File: src/core/i2csa_pkg.sv
`default_nettype none
package i2csa_pkg;
	typedef enum logic [2:0] {
		I2CSA_IDLE   = 3'h0,
		I2CSA_ADDR   = 3'h1,
		I2CSA_DECIDE = 3'h3,
		I2CSA_ACK    = 3'h2,
		I2CSA_XFER   = 3'h6,
		I2CSA_IGNORE = 3'h4
	} i2csa_state_t;

	typedef enum logic [1:0] {
		I2CSA_BUF_NONE = 2'h0,
		I2CSA_BUF_RX   = 2'h1,
		I2CSA_BUF_TX   = 2'h2
	} i2csa_buf_t;

	localparam logic [3:0] I2CSA_BITS_ADDR    = 4'h8; // rises clocking in the first byte
	localparam logic [3:0] I2CSA_BITS_SLOT    = 4'h9; // falls ending a byte plus ack slot
	localparam logic       I2CSA_RW_SLAVE_TX  = 1'h1;
	localparam int         I2CSA_RW_POS       = 0;
	localparam logic       I2CSA_RX_EN_INIT   = 1'h1;
	localparam logic       I2CSA_TX_EN_INIT   = 1'h0;
	localparam logic       I2CSA_STOP_EN_INIT = 1'h0;
	localparam logic [1:0] I2CSA_STATUS_INIT  = 2'h0;
	localparam int         I2CSA_ST_MISMATCH  = 0;
	localparam int         I2CSA_ST_DONE      = 1;
	localparam logic [7:0] I2CSA_COUNT_INIT   = 8'h00;
endpackage
`default_nettype wire

File: src/core/i2csa_line_if.sv
`default_nettype none
interface i2csa_line_if;
	logic scl_rise;  // synchronised scl rising edge
	logic scl_fall;  // synchronised scl falling edge
	logic sda_level; // filtered sda
	logic start_det; // sda falls while scl high
	logic stop_det;  // sda rises while scl high
	modport producer (output scl_rise, output scl_fall, output sda_level,
		output start_det, output stop_det);
	modport consumer (input scl_rise, input scl_fall, input sda_level,
		input start_det, input stop_det);
endinterface
`default_nettype wire

File: src/core/i2csa_top.sv
// How it works
// - receive event at eighth scl falling edge
// - first byte taken from holding register first
// - compare address; pick buffer by direction bit
// - scl held at eighth fall for every address; on match ack ninth slot
// - on match disable receive, enable transmit, stop
// - on match zero byte count, clear statuses
// - slave receive pre-arms ack for next byte
// - slave transmit loads first outgoing byte
// - on mismatch nack and stay out
// - release scl hold after decision and setup
// - transmit event at ninth fall; drop ack
// - stop restores settings, sets done flag after a match
`default_nettype none
module i2csa_top
	import i2csa_pkg::*;
(
	input  wire logic       sys_clk,                   // system clock, 250 MHz
	input  wire logic       reset,                     // async reset, active high
	input  wire logic       ce,                        // clock enable, freezes all state
	input  wire logic       serial_clock_line_pin_in,  // scl pin level
	output logic            serial_clock_line_pin_out, // scl drive value, always low
	output logic            serial_clock_line_pin_oe,  // scl pulled low while high
	input  wire logic       serial_data_pin_in,        // sda pin level
	output logic            serial_data_pin_out,       // sda drive value, always low
	output logic            serial_data_pin_oe,        // sda pulled low while high
	input  wire logic [6:0] own_addr,                  // own 7-bit slave address
	input  wire logic [7:0] tx_data,                   // first outgoing byte
	input  wire logic       done_clr,                  // clears done flag, pulse
	output logic [7:0]      rx_holding_register,       // captured first byte
	output logic            rx_event,                  // receive event pulse
	output logic            tx_event,                  // transmit event pulse
	output logic            rx_event_en,               // receive event enable
	output logic            tx_event_en,               // transmit event enable
	output logic            stop_event_en,             // stop detection enable
	output i2csa_buf_t      buffer_sel,                // selected buffer
	output logic            slave_tx,                  // direction of matched transfer
	output logic            ack_armed,                 // ack pre-armed for next byte
	output logic [7:0]      tx_shift,                  // transmit shift path
	output logic [7:0]      byte_count,                // transferred bytes
	output logic [1:0]      status                     // mismatch, done
);
	i2csa_line_if line ();

	i2csa_state_t state;
	logic [7:0]   shift;
	logic [3:0]   bit_cnt;
	logic         addr_hit;

	i2csa_line_sync u_sync (
		.sys_clk (sys_clk),
		.reset   (reset),
		.ce      (ce),
		.scl_in  (serial_clock_line_pin_in),
		.sda_in  (serial_data_pin_in),
		.line    (line.producer)
	);

	function automatic logic addr_equal(input logic [7:0] b, input logic [6:0] a);
		return b[7:1] == a;
	endfunction

	// eighth address bit clocked in and its scl fall seen
	function automatic logic addr_last(input i2csa_state_t st, input logic fall,
		input logic [3:0] cnt);
		return st == I2CSA_ADDR && fall && cnt == I2CSA_BITS_ADDR;
	endfunction

	assign serial_clock_line_pin_out = 1'h0;
	assign serial_data_pin_out       = 1'h0;
	assign addr_hit = addr_equal(rx_holding_register, own_addr);

	// main sequence
	always_ff @(posedge sys_clk or posedge reset) begin
		if (reset) begin
			state <= I2CSA_IDLE;
		end else if (ce) begin
			if (line.stop_det)
				state <= I2CSA_IDLE;
			else if (line.start_det)
				state <= I2CSA_ADDR;
			else begin
				case (state)
					I2CSA_ADDR: begin
						if (addr_last(state, line.scl_fall, bit_cnt))
							state <= I2CSA_DECIDE;
					end
					I2CSA_DECIDE: begin
						state <= addr_hit ? I2CSA_ACK : I2CSA_IGNORE;
					end
					I2CSA_ACK: begin
						if (line.scl_fall)
							state <= I2CSA_XFER;
					end
					default: begin
						state <= state;
					end
				endcase
			end
		end
	end

	// bit counting and address shifting
	always_ff @(posedge sys_clk or posedge reset) begin
		if (reset) begin
			bit_cnt <= 4'h0;
			shift   <= 8'h00;
		end else if (ce) begin
			if (line.start_det || state == I2CSA_ACK)
				bit_cnt <= 4'h0;
			// address bits counted on rises, so the fall after start is no bit
			else if (line.scl_rise && state == I2CSA_ADDR)
				bit_cnt <= bit_cnt + 4'h1;
			else if (line.scl_fall && state == I2CSA_XFER)
				bit_cnt <= (bit_cnt == I2CSA_BITS_SLOT - 4'h1) ? 4'h0 : bit_cnt + 4'h1;
			if (line.scl_rise && state == I2CSA_ADDR)
				shift <= {shift[6:0], line.sda_level};
		end
	end

	// first byte capture and event pulses
	always_ff @(posedge sys_clk or posedge reset) begin
		if (reset) begin
			rx_holding_register <= 8'h00;
			rx_event            <= 1'h0;
			tx_event            <= 1'h0;
		end else if (ce) begin
			rx_event <= 1'h0;
			tx_event <= 1'h0;
			if (addr_last(state, line.scl_fall, bit_cnt)
				&& !line.start_det && !line.stop_det) begin
				rx_holding_register <= shift;
				rx_event            <= rx_event_en;
			end
			if (line.scl_fall && tx_event_en && !line.stop_det
				&& (state == I2CSA_ACK
				|| (state == I2CSA_XFER && bit_cnt == I2CSA_BITS_SLOT - 4'h1)))
				tx_event <= 1'h1;
		end
	end

	// scl stretch and sda drive
	always_ff @(posedge sys_clk or posedge reset) begin
		if (reset) begin
			serial_clock_line_pin_oe <= 1'h0;
			serial_data_pin_oe       <= 1'h0;
		end else if (ce) begin
			if (line.stop_det || line.start_det) begin
				serial_clock_line_pin_oe <= 1'h0;
				serial_data_pin_oe       <= 1'h0;
			end else if (addr_last(state, line.scl_fall, bit_cnt)) begin
				serial_clock_line_pin_oe <= 1'h1;
			end else if (state == I2CSA_DECIDE) begin
				serial_clock_line_pin_oe <= 1'h0;
				serial_data_pin_oe       <= addr_hit;
			end else if (state == I2CSA_ACK && line.scl_fall) begin
				serial_data_pin_oe <= 1'h0;
			end else if (state == I2CSA_XFER && line.scl_fall) begin
				// pre-armed ack covers the ninth slot of each received byte
				serial_data_pin_oe <= !slave_tx && ack_armed
					&& bit_cnt == I2CSA_BITS_ADDR - 4'h1;
			end
		end
	end

	// channel settings chosen by the address decision
	always_ff @(posedge sys_clk or posedge reset) begin
		if (reset) begin
			rx_event_en   <= I2CSA_RX_EN_INIT;
			tx_event_en   <= I2CSA_TX_EN_INIT;
			stop_event_en <= I2CSA_STOP_EN_INIT;
			buffer_sel    <= I2CSA_BUF_NONE;
			slave_tx      <= 1'h0;
			ack_armed     <= 1'h0;
			tx_shift      <= 8'h00;
		end else if (ce) begin
			if (line.stop_det) begin
				rx_event_en   <= I2CSA_RX_EN_INIT;
				tx_event_en   <= I2CSA_TX_EN_INIT;
				stop_event_en <= I2CSA_STOP_EN_INIT;
				buffer_sel    <= I2CSA_BUF_NONE;
				slave_tx      <= 1'h0;
				ack_armed     <= 1'h0;
			end else if (state == I2CSA_DECIDE) begin
				if (addr_hit) begin
					rx_event_en   <= 1'h0;
					tx_event_en   <= 1'h1;
					stop_event_en <= 1'h1;
					slave_tx      <= rx_holding_register[I2CSA_RW_POS];
					if (rx_holding_register[I2CSA_RW_POS] == I2CSA_RW_SLAVE_TX) begin
						buffer_sel <= I2CSA_BUF_TX;
						tx_shift   <= tx_data;
						ack_armed  <= 1'h0;
					end else begin
						buffer_sel <= I2CSA_BUF_RX;
						ack_armed  <= 1'h1;
					end
				end else begin
					buffer_sel <= I2CSA_BUF_NONE;
				end
			end
		end
	end

	// byte counter and communication statuses; done set beats its clear
	always_ff @(posedge sys_clk or posedge reset) begin
		if (reset) begin
			byte_count <= I2CSA_COUNT_INIT;
			status     <= I2CSA_STATUS_INIT;
		end else if (ce) begin
			if (state == I2CSA_DECIDE && addr_hit) begin
				byte_count <= I2CSA_COUNT_INIT;
				status     <= I2CSA_STATUS_INIT;
			end else begin
				if (state == I2CSA_XFER && line.scl_fall && !line.stop_det
					&& bit_cnt == I2CSA_BITS_SLOT - 4'h1)
					byte_count <= byte_count + 8'h01;
				if (state == I2CSA_DECIDE)
					status[I2CSA_ST_MISMATCH] <= 1'h1;
				if (line.stop_det && stop_event_en)
					status[I2CSA_ST_DONE] <= 1'h1;
				else if (done_clr)
					status[I2CSA_ST_DONE] <= 1'h0;
			end
		end
	end
endmodule // i2csa_top
`default_nettype wire

File: src/core/i2csa_line_sync.sv
`default_nettype none
module i2csa_line_sync
	import i2csa_pkg::*;
(
	input  wire logic      sys_clk,  // system clock
	input  wire logic      reset,    // async reset, active high
	input  wire logic      ce,       // clock enable
	input  wire logic      scl_in,   // raw scl pin level
	input  wire logic      sda_in,   // raw sda pin level
	i2csa_line_if.producer line      // conditioned bus events
);
	logic [2:0] scl_sync;
	logic [2:0] sda_sync;
	logic       scl_f;
	logic       sda_f;

	// three stages; a change counts once stages two and three agree
	always_ff @(posedge sys_clk or posedge reset) begin
		if (reset) begin
			scl_sync <= 3'h7;
			sda_sync <= 3'h7;
		end else if (ce) begin
			scl_sync <= {scl_sync[1:0], scl_in};
			sda_sync <= {sda_sync[1:0], sda_in};
		end
	end

	always_ff @(posedge sys_clk or posedge reset) begin
		if (reset) begin
			scl_f <= 1'h1;
			sda_f <= 1'h1;
		end else if (ce) begin
			if (scl_sync[1] == scl_sync[2])
				scl_f <= scl_sync[2];
			if (sda_sync[1] == sda_sync[2])
				sda_f <= sda_sync[2];
		end
	end

	always_ff @(posedge sys_clk or posedge reset) begin
		if (reset) begin
			line.scl_rise  <= 1'h0;
			line.scl_fall  <= 1'h0;
			line.start_det <= 1'h0;
			line.stop_det  <= 1'h0;
			line.sda_level <= 1'h1;
		end else if (ce) begin
			line.scl_rise  <= (scl_sync[1] == scl_sync[2]) && scl_sync[2] && !scl_f;
			line.scl_fall  <= (scl_sync[1] == scl_sync[2]) && !scl_sync[2] && scl_f;
			line.start_det <= scl_f && (sda_sync[1] == sda_sync[2]) && !sda_sync[2] && sda_f;
			line.stop_det  <= scl_f && (sda_sync[1] == sda_sync[2]) && sda_sync[2] && !sda_f;
			line.sda_level <= sda_f;
		end
	end
endmodule // i2csa_line_sync
`default_nettype wire

File: config.mk
export PLATFORM = sky130hd
export DESIGN_NAME = i2csa_top
export DESIGN_NICKNAME = d
export VERILOG_FILES = /design/src/core/i2csa_pkg.sv /design/src/core/i2csa_line_if.sv /design/src/core/i2csa_top.sv /design/src/core/i2csa_line_sync.sv
export SDC_FILE = /design/constraint.sdc
export NUM_CORES = 1
export LEC_CHECK = 0
export ABC_AREA = 1
export BUFFER_PORTS_ARGS = -buffer_cell sky130_fd_sc_hd__buf_2
export CORE_MARGIN = 2
export CORE_UTILIZATION = 55
export DETAILED_ROUTE_END_ITERATION = 8
export PLACE_DENSITY = 0.84
export SLEW_MARGIN = 5
export SYNTH_ARGS = -nofsm -noshare
export SYNTH_HDL_FRONTEND = slang
export SYNTH_SLANG_ARGS = --single-unit
File: constraint.sdc
create_clock -name sys_clk -period 2.17 [get_ports sys_clk]
set_input_delay 0.1085 -clock sys_clk [delete_from_list [all_inputs] [get_ports sys_clk]]
set_output_delay 0.1085 -clock sys_clk [all_outputs]
set_load 0.02 [all_outputs]
==> summary.md <==
| Metric | Value |
|---|---|
| Starting Density | `57.1%` |
| Initial antenna violation count | `0` |
| Tcrit/Tclk final | `78.4%` |
| Sink Count | `64` |
| Number of buffers created by CTS | `9` |
| Status | `finished clean` |
| CTS tree | `yes` |
| Post-DP HPWL | `4840 µm` |
| CORE AREA | `5540 µm²` |
| Post-Layout Cell Count | `~520` |
| Clk root buf | `clkbuf_8` |
| Pin count of the biggest net entering global routing | `30` |
| Netlist Area Pre-Place | `~3200 µm²` |
| CP Class | `flop to flop` |
| Finished Cell Area | `3750 µm²` |
| Distinct cells, synth | `36` |
| Synth Instances | `375` |
| Sequential fraction of the synthesis area | `51.0%` |
| Pre-antenna DRT Iters | `4` |
| Final hold vios | `0` |
| Worst Max-Slew Pin Slew | `0.598 ns` |
| CP Max Fanout | `18` |
| # DRC | `0` |
| Vias/cell | `roughly 5.2` |
| Placed cell areas | `between 3000 and 4000 µm²` |
| Final Core Density | `67.6%` |
| Slew HR | `60.1%` |
| FP Rows | `27` |
| Clock-pin slew on the worst setup and hold paths | `0.07 ns` |
| Pleak | `1.97 nW` |
| Die X | `~80 µm` |
| Syn. warnings | `0` |
| First-pass GRT wire length | `11200 µm` |
| Dpl cells | `between 400 and 500` |
| Max-cap violations | `0` |
| Seq cells post-synth | `64` |
| Arr. time, crit path | `1.92 ns` |
| H-tree levels | `3` |
| Worst-skew pair later-pin latency | `0.34 ns` |
| Layout area overhead | `18.4%` |
| Worst path required time | `between 2 and 2.5 ns` |
| Worst hold-check path type | `input pin to flop` |
| Antenna Nets Post-Route | `0` |
| Period minus WS final | `1.70 ns` |
| CTS resizes | `0` |
| Fmax | `just under 600 MHz` |
| Vias in the first global route | `2483` |
| Setup TNS | `0 ns` |
| Max Slew Vio Count | `0` |
| Share of layout cells above drive strength 1 | `25.2%` |
| WL/cell | `12.9 µm` |
| Clock Skew | `0.00597 ns` |
| Number of port buffers | `57` |
| Mean post-synth cell area | `between 8 and 9 µm²` |
| Antenna Cells | `0` |
| CTS max path bufs | `2` |
| GPL Wtd Cong | `0.912` |
| I/O pins | `60` |
| Final setup fails | `0` |
| Drt total wl | `6640 µm` |
| Critical Path Source Type | `flop` |
| GRT Total Usage | `23.2%` |
| Power Density | `882 nW/µm²` |
| Via count | `2660` |
| Die height | `about 80 µm` |
| Unrepaired setup endpoints after global routing | `no` |
| Die ar. | `approximately 6400 µm²` |
| Initial DRC Count | `roughly 290` |
| Remaining Overflow, GRT | `0` |
| Crit end category | `flop` |
| Peak supply drop | `0.577 mV` |
| Fin nets | `465` |
cell usage in the layout, fill, tap and decap left out, types with 4 or more instances in the layout:
cell type / count
nand2_1: 107
buf_2: 57
dfrtp_1: 54
inv_1: 48
o21ai_0: 29
nand3_1: 24
nor2_1: 23
clkbuf_8: 13
dfstp_2: 10
nand4_1: 9
o21ai_2: 8
a21oi_1: 7
inv_2: 5
ha_1: 5
xnor2_1: 4
nor2_2: 4
xor2_1: 4
logic make-up after synthesis:
| family | share of synthesized area [%] |
|---|---|
| adder cells (fa/ha/maj) | 1.98 |
| AND/OR/NAND/NOR | 26.5 |
| XOR/XNOR | 2.21 |
| AO/OA/AOI/OAI | 9.81 |
| other | 0.119 |
| flip-flops | 51.0 |
| buffers and inverters | 8.42 |
path summary, 6_finish.rpt:
check                                                     end  slack, ns  cells after the start                      startpoint
max in group asynchronous            u_sync.scl_f$_DFFE_PP1P_       1.05                      4                           reset
min in group asynchronous  rx_holding_register[7]$_DFFE_PP0P_       0.38                      3                           reset
max reg2reg                rx_holding_register[7]$_DFFE_PP0P_       0.47                      8          bit_cnt[0]$_DFFE_PP0P_
max                        rx_holding_register[7]$_DFFE_PP0P_       0.47                      8          bit_cnt[0]$_DFFE_PP0P_
min reg2reg                    u_sync.scl_sync[0]$_DFFE_PP1P_       0.46                      2  u_sync.scl_sync[0]$_DFFE_PP1P_
min                                   tx_shift[2]$_DFFE_PP0P_       0.02                      3                      tx_data[2]
state kept, by name (all words and copies together) (netlist names), 2 cells and up:
register and flops:
u_sync.scl_sync 3, status 2, bit_cnt 4, tx_shift 8, byte_count 8, shift 8
state 3, buffer_sel 2, u_sync.sda_sync 3, rx_holding_register 8
worst max-delay path, cell delays in order (launching register included):
cell and delay (ns):
dfrtp_1 0.41, inv_1 0.09, ha_1 0.15, nand2_2 0.09, nor2_8 0.17, nand3_2 0.10, nand3b_4 0.32, nor2_1 0.22
a21oi_2 0.04
through the flow:
| step | setup slack, ns | hold slack [ns] | power (mW) |
|---|---|---|---|
| after floorplan | 0.480 | 0.205 | 2.03 |
| after global placement | 0.557 | 0.210 | 2.18 |
| after detailed placement | 0.488 | 0.216 | 2.21 |
| after CTS | 0.484 | 0.0172 | 3.31 |
| after global routing | 0.372 | 0.0210 | 3.50 |
| final | 0.470 | 0.0205 | 3.30 |
area by class of cell:
class | count | area [µm²]
clock buffer | 14 | 183
clock inverter | 2 | 35.0
fill | 429 | 1790
inverter | 53 | 199
multi-input combinational | 248 | 1290
sequential | 64 | 1610
tap | 72 | 90.1
timing repair buffer | 63 | 338
Yosys cell counts:
cell type  instances  area share (%)
o21a_1             1            0.24
a31oi_1            1            0.20
conb_1             1            0.12
inv_1             49             5.8
nand3_2            2            0.63
nand2_1          107              13
buf_4              4            0.95
nand2_2            1            0.20
o32ai_1            1            0.28
nor2_2             4            0.79
xnor2_1            4             1.1
o41ai_1            1            0.28
a21oi_1            7             1.1
a21boi_0           1            0.24
nor2_8             1            0.63
nand3b_1           2            0.47
nor3_1             3            0.47
ha_1               5             2.0
o21ai_0           29             4.6
a21oi_2            1            0.28
nand3b_4           1            0.63
dfrtp_1           54              43
nand4_2            1            0.40
clkbuf_1           3            0.36
inv_2              4            0.47
nand4_1            9             1.8
buf_6              1            0.36
nor3_4             1            0.51
nor2_1            23             2.7
dfstp_2           10             8.3
nand3_1           24             3.8
xor2_1             4             1.1
o21ai_2            8             2.2
nor2_4             2            0.71
o22ai_1            2            0.40
buf_2              3            0.47
metal layers:
layer	up-vias	share of wire, %	global-route usage, %
met5	-	0	0
met4	0	1.7	9.32
met3	12	5.0	5.20
met2	74	51	39.7
met1	1253	43	28.6
li1	1321	-	-
power breakdown:
part	switching, mW	total, mW	internal [mW]
sequential	0.126	1.48	1.35
combinational	0.491	0.732	0.241
clock	0.435	1.09	0.655
total	1.05	3.30	2.25
timing repair:
action,in CTS,in global routing
buffers inserted,0,0
endpoints found under the hold margin,27,0
hold buffers,3,0
Power figures use the tool's default switching activity.
